--- src/include/frame_sync_lock_monitor_regs.svh ---
// Constants of the frame sync and lock monitor
`ifndef FRAME_SYNC_LOCK_MONITOR_REGS_SVH
`define FRAME_SYNC_LOCK_MONITOR_REGS_SVH

// Clock and timing
`define CLK_RATE_HZ          10000000
`define CLK_PERIOD_NS        100
`define LOCK_SAMPLE_RATE_HZ  460
`define LOCK_SAMPLE_CYCLES   (`CLK_RATE_HZ / `LOCK_SAMPLE_RATE_HZ)
`define LOCK_LOW_SAMPLES     8
`define READ_FRAME_PERIOD_NS 136000
`define READ_FRAME_CYCLES    (`READ_FRAME_PERIOD_NS / `CLK_PERIOD_NS)
`define READ_FRAME_HALF      (`READ_FRAME_CYCLES / 2)
`define JITTER_MARGIN_FRAMES 28

// Register byte offsets
`define ADDR_CONTROL 4'h0
`define ADDR_EVENTS  4'h4
`define ADDR_MASK    4'h8
`define ADDR_STATE   4'hc

// Control fields
`define CTRL_LOCK_INPUT  0
`define CTRL_ROUTE_SCOR  1
`define CTRL_FSW_LEVEL   2

// Event and state fields
`define EV_LOCK_LOST     0
`define EV_LOCK_GAINED   1
`define EV_OVERFLOW      2
`define EV_C2_ERROR      3
`define EV_WIDTH         4
`define ST_LOCK          0
`define ST_SYNC_GOOD     1
`define ST_WINDOW        2
`define ST_OVERFLOW      3
`define ST_LOCK_PIN_IN   4

`define HTRANS_NONSEQ_BIT 1
`define HRESP_OKAY        1'b0

`endif

--- src/include/frame_sync_lock_monitor_pkg.sv ---
// Types shared by the frame sync and lock monitor
package frame_sync_lock_monitor_pkg;
  typedef logic [31:0]        word_t;    // Bus data word
  typedef logic signed [7:0]  jitter_t;  // Buffer fill offset in frames
  typedef logic [3:0]         events_t;  // Sticky event bits
endpackage

--- src/logic/frame_sync_lock_monitor.sv ---
// Frame sync, lock and status monitor with AHB-Lite registers
`timescale 1ns/1ps
`default_nettype none
`include "frame_sync_lock_monitor_regs.svh"

module frame_sync_lock_monitor #(
  parameter int SAMPLE_DIV = `LOCK_SAMPLE_CYCLES, // Clocks between lock samples
  parameter int LOW_COUNT  = `LOCK_LOW_SAMPLES,   // Low samples before unlock
  parameter int FRAME_HALF = `READ_FRAME_HALF     // Half period of frame clock
) (
  input  wire logic                              clk,
  input  wire logic                              reset,
  // AHB-Lite slave
  input  wire logic                              hsel,
  input  wire logic [31:0]                       haddr,
  input  wire logic [1:0]                        htrans,
  input  wire logic                              hwrite,
  input  wire logic [2:0]                        hsize,
  input  wire logic                              hready,
  input  wire frame_sync_lock_monitor_pkg::word_t hwdata,
  output var  frame_sync_lock_monitor_pkg::word_t hrdata,
  output logic                                   hreadyout,
  output logic                                   hresp,
  output logic                                   irq,
  // Disc core signals, same clock
  input  wire logic                              sync_detected,
  input  wire logic                              sync_expected,
  input  wire logic                              window_released,
  input  wire logic                              pll_clock,
  input  wire logic                              c2_error,
  input  wire frame_sync_lock_monitor_pkg::jitter_t frame_jitter,
  input  wire logic                              subcode_sync,
  // Pins
  input  wire logic                              resync_request,
  input  wire logic                              lock_in,
  output logic                                   lock_out,
  output logic                                   lock_oe_n,
  output logic                                   frame_sync_good,
  output logic                                   sync_window_released_mon,
  output logic                                   raw_frame_sync_n,
  output logic                                   pll_clock_inverted,
  output logic                                   read_frame_clock,
  output logic                                   buffer_jitter_overflow,
  output logic                                   second_stage_error_flag,
  output logic                                   resynced_subcode_sync,
  output logic                                   spindle_filter_switch
);
  import frame_sync_lock_monitor_pkg::*;

  localparam int DIV_W = $clog2(SAMPLE_DIV + 1); // Sample divider width
  localparam int LOW_W = $clog2(LOW_COUNT + 1);  // Low run counter width
  localparam int RFC_W = $clog2(FRAME_HALF + 1); // Frame clock counter width
  localparam jitter_t MARGIN = jitter_t'(`JITTER_MARGIN_FRAMES);

  // Synchronisers for pin inputs
  logic lock_meta, lock_sync;       // Lock pin when used as input
  logic resync_meta, resync_sync;   // Resync request pin
  logic resync_prev;                // Edge detect of resync request

  // Bus state
  logic       acc_valid, next_acc_valid;    // Data phase pending
  logic       acc_write, next_acc_write;    // Pending access is a write
  logic [3:0] acc_addr,  next_acc_addr;     // Pending byte offset
  word_t      next_hrdata;                  // Read data for data phase

  // Registers
  logic [2:0] control, next_control;        // Control bits
  events_t    events,  next_events;         // Sticky events
  events_t    mask,    next_mask;           // Interrupt mask

  // Monitor state
  logic [DIV_W-1:0] div_cnt, next_div_cnt;  // 460 Hz sample divider
  logic [LOW_W-1:0] low_cnt, next_low_cnt;  // Consecutive low samples
  logic             lock,    next_lock;     // Lock indicator
  logic [RFC_W-1:0] rfc_cnt, next_rfc_cnt;  // Frame clock divider
  logic             next_rfc;               // Frame clock next level
  logic             next_gfs;               // Sync-good next value
  logic             next_ovf;               // Overflow next value
  logic             next_scor;              // Resynced subcode sync next
  logic             sample_tick;            // One-cycle sample enable
  logic             lock_src;               // Lock level seen by software
  logic             bus_take;               // Address phase accepted

  // Two-flop synchronisers; the first stage feeds only the second, resync_prev feeds the edge detect
  always_ff @(posedge clk) begin
    if (reset) begin
      lock_meta   <= 1'b0;
      lock_sync   <= 1'b0;
      resync_meta <= 1'b0;
      resync_sync <= 1'b0;
      resync_prev <= 1'b0;
    end else begin
      lock_meta   <= lock_in;
      lock_sync   <= lock_meta;
      resync_meta <= resync_request;
      resync_sync <= resync_meta;
      resync_prev <= resync_sync;
    end
  end

  // Always ready, always OKAY
  assign hreadyout = 1'b1;
  assign hresp     = `HRESP_OKAY;
  assign bus_take  = hsel & htrans[`HTRANS_NONSEQ_BIT] & hready;
  assign irq       = |(events & mask);
  assign lock_src  = control[`CTRL_LOCK_INPUT] ? lock_sync : lock;

  // Bus and register next values
  always_comb begin
    next_acc_valid = bus_take;
    next_acc_write = hwrite;
    next_acc_addr  = haddr[3:0];
    next_control   = control;
    next_mask      = mask;
    next_events    = events;
    next_hrdata    = hrdata;
    // Write in data phase
    if (acc_valid && acc_write) begin
      case (acc_addr)
        `ADDR_CONTROL: next_control = hwdata[2:0];
        `ADDR_MASK:    next_mask    = hwdata[`EV_WIDTH-1:0];
        default:       next_control = control;
      endcase
    end
    // Read data captured at address phase
    if (bus_take && !hwrite) begin
      case (haddr[3:0])
        `ADDR_CONTROL: next_hrdata = {29'h0, control};
        `ADDR_EVENTS: begin
          next_hrdata = {28'h0, events};
          next_events = '0;           // Read clears
        end
        `ADDR_MASK:    next_hrdata = {28'h0, mask};
        `ADDR_STATE:   next_hrdata = {27'h0, control[`CTRL_LOCK_INPUT], buffer_jitter_overflow,
                                      sync_window_released_mon, frame_sync_good, lock_src};
        default:       next_hrdata = 32'h0;  // Unmapped reads zero
      endcase
    end
    // New events win over the read clear
    if (sample_tick && lock && !next_lock)
      next_events[`EV_LOCK_LOST] = 1'b1;
    if (sample_tick && !lock && next_lock)
      next_events[`EV_LOCK_GAINED] = 1'b1;
    if (next_ovf && !buffer_jitter_overflow)
      next_events[`EV_OVERFLOW] = 1'b1;
    if (c2_error && !second_stage_error_flag)
      next_events[`EV_C2_ERROR] = 1'b1;
  end

  // Bus and register flops
  always_ff @(posedge clk) begin
    if (reset) begin
      acc_valid <= 1'b0;
      acc_write <= 1'b0;
      acc_addr  <= 4'h0;
      hrdata    <= 32'h0;
      control   <= 3'h0;
      events    <= '0;
      mask      <= '0;
    end else begin
      acc_valid <= next_acc_valid;
      acc_write <= next_acc_write;
      acc_addr  <= next_acc_addr;
      hrdata    <= next_hrdata;
      control   <= next_control;
      events    <= next_events;
      mask      <= next_mask;
    end
  end

  // Lock sampling next values
  always_comb begin
    sample_tick  = (div_cnt == DIV_W'(SAMPLE_DIV - 1));
    next_div_cnt = sample_tick ? '0 : div_cnt + DIV_W'(1);
    next_low_cnt = low_cnt;
    next_lock    = lock;
    if (sample_tick) begin
      if (frame_sync_good) begin
        next_lock    = 1'b1;
        next_low_cnt = '0;
      end else if (low_cnt == LOW_W'(LOW_COUNT - 1)) begin
        next_lock    = 1'b0;
        next_low_cnt = low_cnt;
      end else begin
        next_low_cnt = low_cnt + LOW_W'(1); // Short low runs keep lock
      end
    end
  end

  // Lock sampling flops
  always_ff @(posedge clk) begin
    if (reset) begin
      div_cnt <= '0;
      low_cnt <= '0;
      lock    <= 1'b0;
    end else begin
      div_cnt <= next_div_cnt;
      low_cnt <= next_low_cnt;
      lock    <= next_lock;
    end
  end

  // Lock pin drive; released when input is selected
  assign lock_out  = lock;
  assign lock_oe_n = control[`CTRL_LOCK_INPUT];

  // Monitor next values
  always_comb begin
    next_gfs = frame_sync_good;
    if (sync_expected)
      next_gfs = sync_detected;
    next_rfc     = read_frame_clock;
    next_rfc_cnt = rfc_cnt + RFC_W'(1);
    if (rfc_cnt == RFC_W'(FRAME_HALF - 1)) begin
      next_rfc_cnt = '0;
      next_rfc     = ~read_frame_clock;
    end
    next_ovf  = (frame_jitter > MARGIN) || (frame_jitter < -MARGIN);
    next_scor = resynced_subcode_sync;
    if (resync_sync && !resync_prev)
      next_scor = 1'b0;                    // Resync restarts the sync
    else if (subcode_sync)
      next_scor = 1'b1;
  end

  // Monitor flops
  always_ff @(posedge clk) begin
    if (reset) begin
      frame_sync_good          <= 1'b0;
      sync_window_released_mon <= 1'b0;
      raw_frame_sync_n         <= 1'b1;
      pll_clock_inverted       <= 1'b1;
      read_frame_clock         <= 1'b0;
      rfc_cnt                  <= '0;
      buffer_jitter_overflow   <= 1'b0;
      second_stage_error_flag  <= 1'b0;
      resynced_subcode_sync    <= 1'b0;
      spindle_filter_switch    <= 1'b0;
    end else begin
      frame_sync_good          <= next_gfs;
      sync_window_released_mon <= window_released;
      raw_frame_sync_n         <= ~sync_detected;
      pll_clock_inverted       <= ~pll_clock;
      read_frame_clock         <= next_rfc;
      rfc_cnt                  <= next_rfc_cnt;
      buffer_jitter_overflow   <= next_ovf;
      second_stage_error_flag  <= c2_error;
      resynced_subcode_sync    <= next_scor;
      // Filter switch or resynced sync
      spindle_filter_switch    <= control[`CTRL_ROUTE_SCOR] ? next_scor : control[`CTRL_FSW_LEVEL];
    end
  end

endmodule
`default_nettype wire

--- config.mk ---
export PLATFORM = sky130hd
export DESIGN_NAME = frame_sync_lock_monitor
export DESIGN_NICKNAME = d
export VERILOG_FILES = /design/src/include/frame_sync_lock_monitor_pkg.sv /design/src/logic/frame_sync_lock_monitor.sv
export VERILOG_INCLUDE_DIRS = /design/src /design/src/include
export SDC_FILE = /design/constraint.sdc
export NUM_CORES = 1
export LEC_CHECK = 0
export BUFFER_PORTS_ARGS = -buffer_cell sky130_fd_sc_hd__clkbuf_2
export CORE_MARGIN = 2
export CORE_UTILIZATION = 45
export CTS_CLUSTER_SIZE = 28
export DETAILED_ROUTE_END_ITERATION = 7
export GPL_TIMING_DRIVEN = 0
export PLACE_DENSITY_LB_ADDON = 0.12
export SKIP_LAST_GASP = 1
export SLEW_MARGIN = 40
export SYNTH_ARGS = -nofsm -noshare
export SYNTH_HDL_FRONTEND = slang
export SYNTH_SLANG_ARGS = --single-unit
--- constraint.sdc ---
create_clock -name clk -period 1.7 [get_ports clk]
set_input_delay 0.34 -clock clk [delete_from_list [all_inputs] [get_ports clk]]
set_output_delay 0.34 -clock clk [all_outputs]
set_load 0.01 [all_outputs]
# After elaboration in Yosys (flattened, before gate mapping)
# Cells that the tools add are included.
# totals
ff_bits	93
inputBits	90
out_inout_bits	46
elab_cells	99
# classes
n_addsub	3
magnitude_cmp	2
n_eq_ne	8
mux	16
bitwise_logic	6
n_reduce_logical	36
# ops
op	count
5-bit case mux with 4 select lines	1
4-bit 2-to-1 mux	4
2-bit nonzero test	8
15-bit by 1-bit adder with 15-bit output, second input constant	1
15-bit equality test, second input constant	1
2-bit AND reduction	7
4-bit equality test, second input constant	3
1-bit 2-to-1 mux	11
10-bit by 1-bit adder with 10-bit output, second input constant	1
10-bit equality test, second input constant	1
1-bit logical AND	9
4-bit by 3-bit equality test with 1-bit output, second input constant	2
8-bit by 6-bit greater-than comparator with 1-bit output, second input constant	1
4-bit logical NOT	2
8-bit by 6-bit less-than comparator with 1-bit output, second input constant	1
1-bit logical NOT	6
4-bit by 1-bit adder with 4-bit output, second input constant	1
4-bit bitwise AND	1
2-bit OR reduction	2
4-bit OR reduction	1
1-bit inverter	3
1-bit bitwise AND	2
2-bit inequality test, second input constant	1
1-bit logical OR	1

# Logic depth before layout (Yosys ltp)
# depth
ltp_word	8
depth_mapped	7
depth_no_buf	6

# Least setup slack after synthesis
# OpenSTA, ideal clock, no wires.
# synth_path
path_type	reg-to-reg
from	register div_cnt[0]
to	register low_cnt[3]
setup_time_ps	74
t_arrival_ps	1504
t_required_ps	1626
setup_slack_ps	121
stages_incl_launch_ff	7
n_path_buf	0
period_less_slack_ps	1579
path_cell_list	dfxtp_1 > inv_1 > ha_1 > and4b_1 > nand4_4 > or4_1 > a31oi_1
# synth_between
elab_chain_len	2
# synth_lines
element	line_no	source
from (decl)	frame_sync_lock_monitor.sv:72	logic [DIV_W-1:0] div_cnt, next_div_cnt;
from (signal assigned)	frame_sync_lock_monitor.sv:197	div_cnt <= next_div_cnt;
15-bit equality test	frame_sync_lock_monitor.sv:173	sample_tick = (div_cnt == DIV_W'(SAMPLE_DIV - 1));
2-bit AND reduction (no line)	n/a	
to (signal assigned)	frame_sync_lock_monitor.sv:198	low_cnt <= next_low_cnt;
to (decl)	frame_sync_lock_monitor.sv:73	logic [LOW_W-1:0] low_cnt, next_low_cnt;
# No other way between the ends.
# A chain may end at the register's enable or synchronous reset.

# Worst setup path in the final report
# layout_path
from	register div_cnt[0]
to	register low_cnt[0]
# The elaborated chain is that of the path after synthesis.

==> metrics list <==
- The commonest cells after synthesis are sky130_fd_sc_hd__dfxtp_1, sky130_fd_sc_hd__nor2_1, sky130_fd_sc_hd__buf_4, sky130_fd_sc_hd__nand2_1, sky130_fd_sc_hd__xnor2_1.
- Counting flops with an async set or reset pin after synthesis yields a share of 0%.
- The tool flagged a number of max-cap violations equal to 0.
- Measured against its own limit, the worst slew margin works out to 59.0%.
* Combinational group share of total power: 7.2%
* Cells after synthesis: 311
* Initial core utilization: approximately 46%
- Maximum fanout count along the critical path: 7
* Slew Limit Fails: 0
- Input and output buffers added on the ports amount to 46.
- Main flop type after synthesis: sky130_fd_sc_hd__dfxtp_1
- Entering global routing, the biggest net connects 15 pins.
- GRT Resource Usage Total: about 17%
- The floorplan step set the die height to 84.2 µm.
- Overflow after GRT: 0
* Proportion of synthesized chip area in sequential cells: between 40% and 50%
- Dividing the final minimum period by the clock period gives 96.5%.
- The clock network accounts for 45.6% of the total power.
- Required arrival time at the worst endpoint: 1.96 ns
- Source-to-sink clock delay at the later pin of the worst-skew pair: 0.34 ns
* Peak supply drop: 0.536 mV
* Overall die area: 7090 µm²
- CTS Buffer Depth: 2
- After clock tree synthesis, the clock-pin slew on the worst setup and hold paths is 0.07 ns.
* Floorplan core area: 6280 µm²
* Standard cell with the maximum stage delay on the critical path: sky130_fd_sc_hd__or4_1
- Count of endpoints failing hold in the final timing report: 0
- sky130_fd_sc_hd__dfxtp_1 takes more of the synthesized area than any other cell.
* Number of different library cells in the post-synthesis netlist: 45
- The critical path goes through inv_1 > ha_1 > and4b_2 > nand4_4 > or4_1 > a21oi_1.
- Worst hold margin: between 0.15 and 0.2 ns
- The tree is rooted in a sky130_fd_sc_hd__clkbuf_8.
* TritonCTS clock tree: done
- Fraction of final layout cells with drive strength greater than 1: 26.6%
* Wire length of the first global-routing pass: 9490 µm
* Cell row count: 29
- Most frequently used cell type in the post-synthesis netlist: sky130_fd_sc_hd__dfxtp_1
- At the end of the flow, the number of nets in the layout was 491.
- Fraction of power spent switching nets: 21.8%
* Worst Max-Slew Pin Slew: 0.610 ns
* Placed wire-length estimate after detailed placement: 4300 µm
- Post-synthesis register bit count: 66
* Count of inserted antenna diode cells: 0
- Final GP Congestion: roughly 0.84
* Number of ports placed on the die boundary: 136
- Result of the run: completed
- Post-synthesis average cell area: between 9 and 10 µm²
* H-tree depth reported by CTS: 3
- Slowest stage delay, CP: 0.49 ns
* Number of antenna violations at the first check in global routing: 0
- CTS saw 66 sinks.
- Sequential share of power: between 40% and 50%
* Number of global-route vias before repair: just over 2000
* Total of hold buffers inserted after clock tree synthesis: 0
* Clk_skew: 0.00892 ns
* Area fraction of the dominant cell type after synthesis: 45.6%
- Min cycle time layout: 1.64 ns
- Net Sw Power: 746 µW
* Antenna Nets Post-Route: 0
* Crit path kind: reg2reg
* Num CTS Buffers: 9
* Peak Freq: 0.610 GHz
- Syn-to-layout area delta: 24.0%
- In this run, the number of DRC markers left after iteration 0 of detailed routing was 81.
- For the worst setup path, the data arrival time is 1.90 ns.
- Die extent in x: roughly 84 µm
- The worst setup path is captured at a flop.
* Count of endpoints failing setup in the final report: 0
- After detailed routing, the average wire length per cell comes to 12.2 µm.
- Using the TritonRoute via totals, the vias-per-cell ratio works out to 4.77.
- Wires add up to just under 6000 µm.
- The tightest min-delay check is of the in2reg type.
- Top cells by area, synth: sky130_fd_sc_hd__dfxtp_1, sky130_fd_sc_hd__buf_4, sky130_fd_sc_hd__nor2_1, sky130_fd_sc_hd__xnor2_1, sky130_fd_sc_hd__mux2i_1
* Leak pwr: 1.53 nW
- Summing every instance area after synthesis gives about 2900 µm².
- In this run, synthesis inferred 0 flip-flops with an integrated enable.
- CP Launch Type: flop
- Power spread over the standard cell area amounts to 954 nW/µm².
- Synth Warn #: 0
* Post-route setup TNS: 0 ns
* Design internal power: 2.68 mW
- After detailed routing, the number of remaining DRC violations is 0.
* Count of TritonRoute iterations in the first routing pass: 4
* Unrepaired setup endpoints after global routing: true
- Across all layers, the routed design uses 2285 vias.
-- layout make-up --
type                       count  area [µm²]
clock buffer                  11         131
clock inverter                 5         103
timing repair buffer          49         253
inverter                       6        22.5
buffer                        36         245
tap                           77        96.3
fill                         566        2690
sequential                    66        1330
multi-input combinational    229        1410
-- metrics by stage --
stage               setup WS [ns]  utilization (%)  power, mW  area, µm²  std cells
floorplan                   0.121                -       1.81       3000        338
global placement          -0.0965             52.9       1.89       3320        461
detailed placement         -0.113             52.9       1.89       3320        461
CTS                       0.00164             56.9       3.45       3570        478
global route             -0.00684             57.2       3.53       3590        479
finish                     0.0596             57.2       3.42       3590        479
-- path summary, 6_finish.rpt --
| check | startpoint | endpoint | slack [ns] | cells past startpoint |
|---|---|---|---|---|
| max | div_cnt[0]$_SDFF_PP0_ | low_cnt[0]$_SDFFE_PP0P_ | 0.06 | 6 |
| min | pll_clock | pll_clock_inverted$_SDFF_PP1_ | 0.15 | 2 |
| max reg2reg | div_cnt[0]$_SDFF_PP0_ | low_cnt[0]$_SDFFE_PP0P_ | 0.06 | 6 |
| min reg2reg | lock_meta$_SDFF_PP0_ | lock_sync$_SDFF_PP0_ | 0.45 | 1 |
-- power by group through the flow --
stage / registers (mW) / logic (mW) / clock network (mW)
global route: 1.62 / 0.274 / 1.64
floorplan: 1.65 / 0.165 / 0
CTS: 1.61 / 0.246 / 1.59
global placement: 1.65 / 0.244 / 0
detailed placement: 1.65 / 0.246 / 0
finish: 1.61 / 0.248 / 1.56
-- worst max-delay path, delay by kind of cell (launching register included) --
family                     cells  cell delay, ns
buffers and inverters          1            0.06
DFF                            1            0.34
adders and majority gates      1            0.14
AOI/OAI and AO/OA              1            0.15
and+or+nand+nor                3            0.88
-- cells in the final DEF, fill, tap and decap left out, types with 3 or more instances in the layout --
cell	n
sky130_fd_sc_hd__a21oi_1	9
sky130_fd_sc_hd__a22oi_1	5
sky130_fd_sc_hd__a31oi_1	3
sky130_fd_sc_hd__buf_4	32
sky130_fd_sc_hd__bufinv_16	3
sky130_fd_sc_hd__clkbuf_1	7
sky130_fd_sc_hd__clkbuf_2	47
sky130_fd_sc_hd__clkbuf_8	9
sky130_fd_sc_hd__conb_1	29
sky130_fd_sc_hd__dfxtp_1	63
sky130_fd_sc_hd__dfxtp_2	3
sky130_fd_sc_hd__ha_1	3
sky130_fd_sc_hd__inv_1	6
sky130_fd_sc_hd__mux2i_1	12
sky130_fd_sc_hd__nand2_1	16
sky130_fd_sc_hd__nand3_1	12
sky130_fd_sc_hd__nand4_1	6
sky130_fd_sc_hd__nand4bb_1	3
sky130_fd_sc_hd__nor2_1	48
sky130_fd_sc_hd__nor2b_1	11
sky130_fd_sc_hd__nor3_1	11
sky130_fd_sc_hd__nor4_1	4
sky130_fd_sc_hd__o21ai_0	6
sky130_fd_sc_hd__xnor2_1	15
sky130_fd_sc_hd__xor2_1	6
-- kinds of logic (layout without fill, tap and decap cells) --
| logic type | count (synthesis) | count (layout) | share of synthesized area, % |
|---|---|---|---|
| AND/OR/NAND/NOR | 128 | 128 | 23.6 |
| AO/OA/AOI/OAI | 33 | 33 | 7.39 |
| flip-flops | 66 | 66 | 45.6 |
| adder cells (fa/ha/maj) | 4 | 4 | 1.73 |
| other | 2 | 29 | 0.259 |
| XOR/XNOR | 21 | 21 | 6.35 |
| buffers and inverters | 43 | 107 | 9.38 |
| multiplexers | 14 | 14 | 5.70 |
-- state kept, by name, indices dropped and copies added, names as in the netlist, 3 cells and up --
| name | flops |
|---|---|
| rfc_cnt | 10 |
| control | 3 |
| acc_addr | 4 |
| div_cnt | 15 |
| hrdata | 5 |
| events | 4 |
| low_cnt | 4 |
| mask | 4 |
-- layer usage --
metal	GRT usage, %	routed length (µm)	vias to the layer above
li1	-	-	1191
met1	21.1	2750	1032
met2	26.3	2740	55
met3	3.74	270	7
met4	8.21	72	0
met5	0	0	-
-- repair_timing --
item | CTS | global route
resized for setup | 2 | 5
pin swaps | 1 | 1
setup endpoints to repair | 12 | 10
setup buffers | 2 | 1
(Power assumes the default switching activity.)
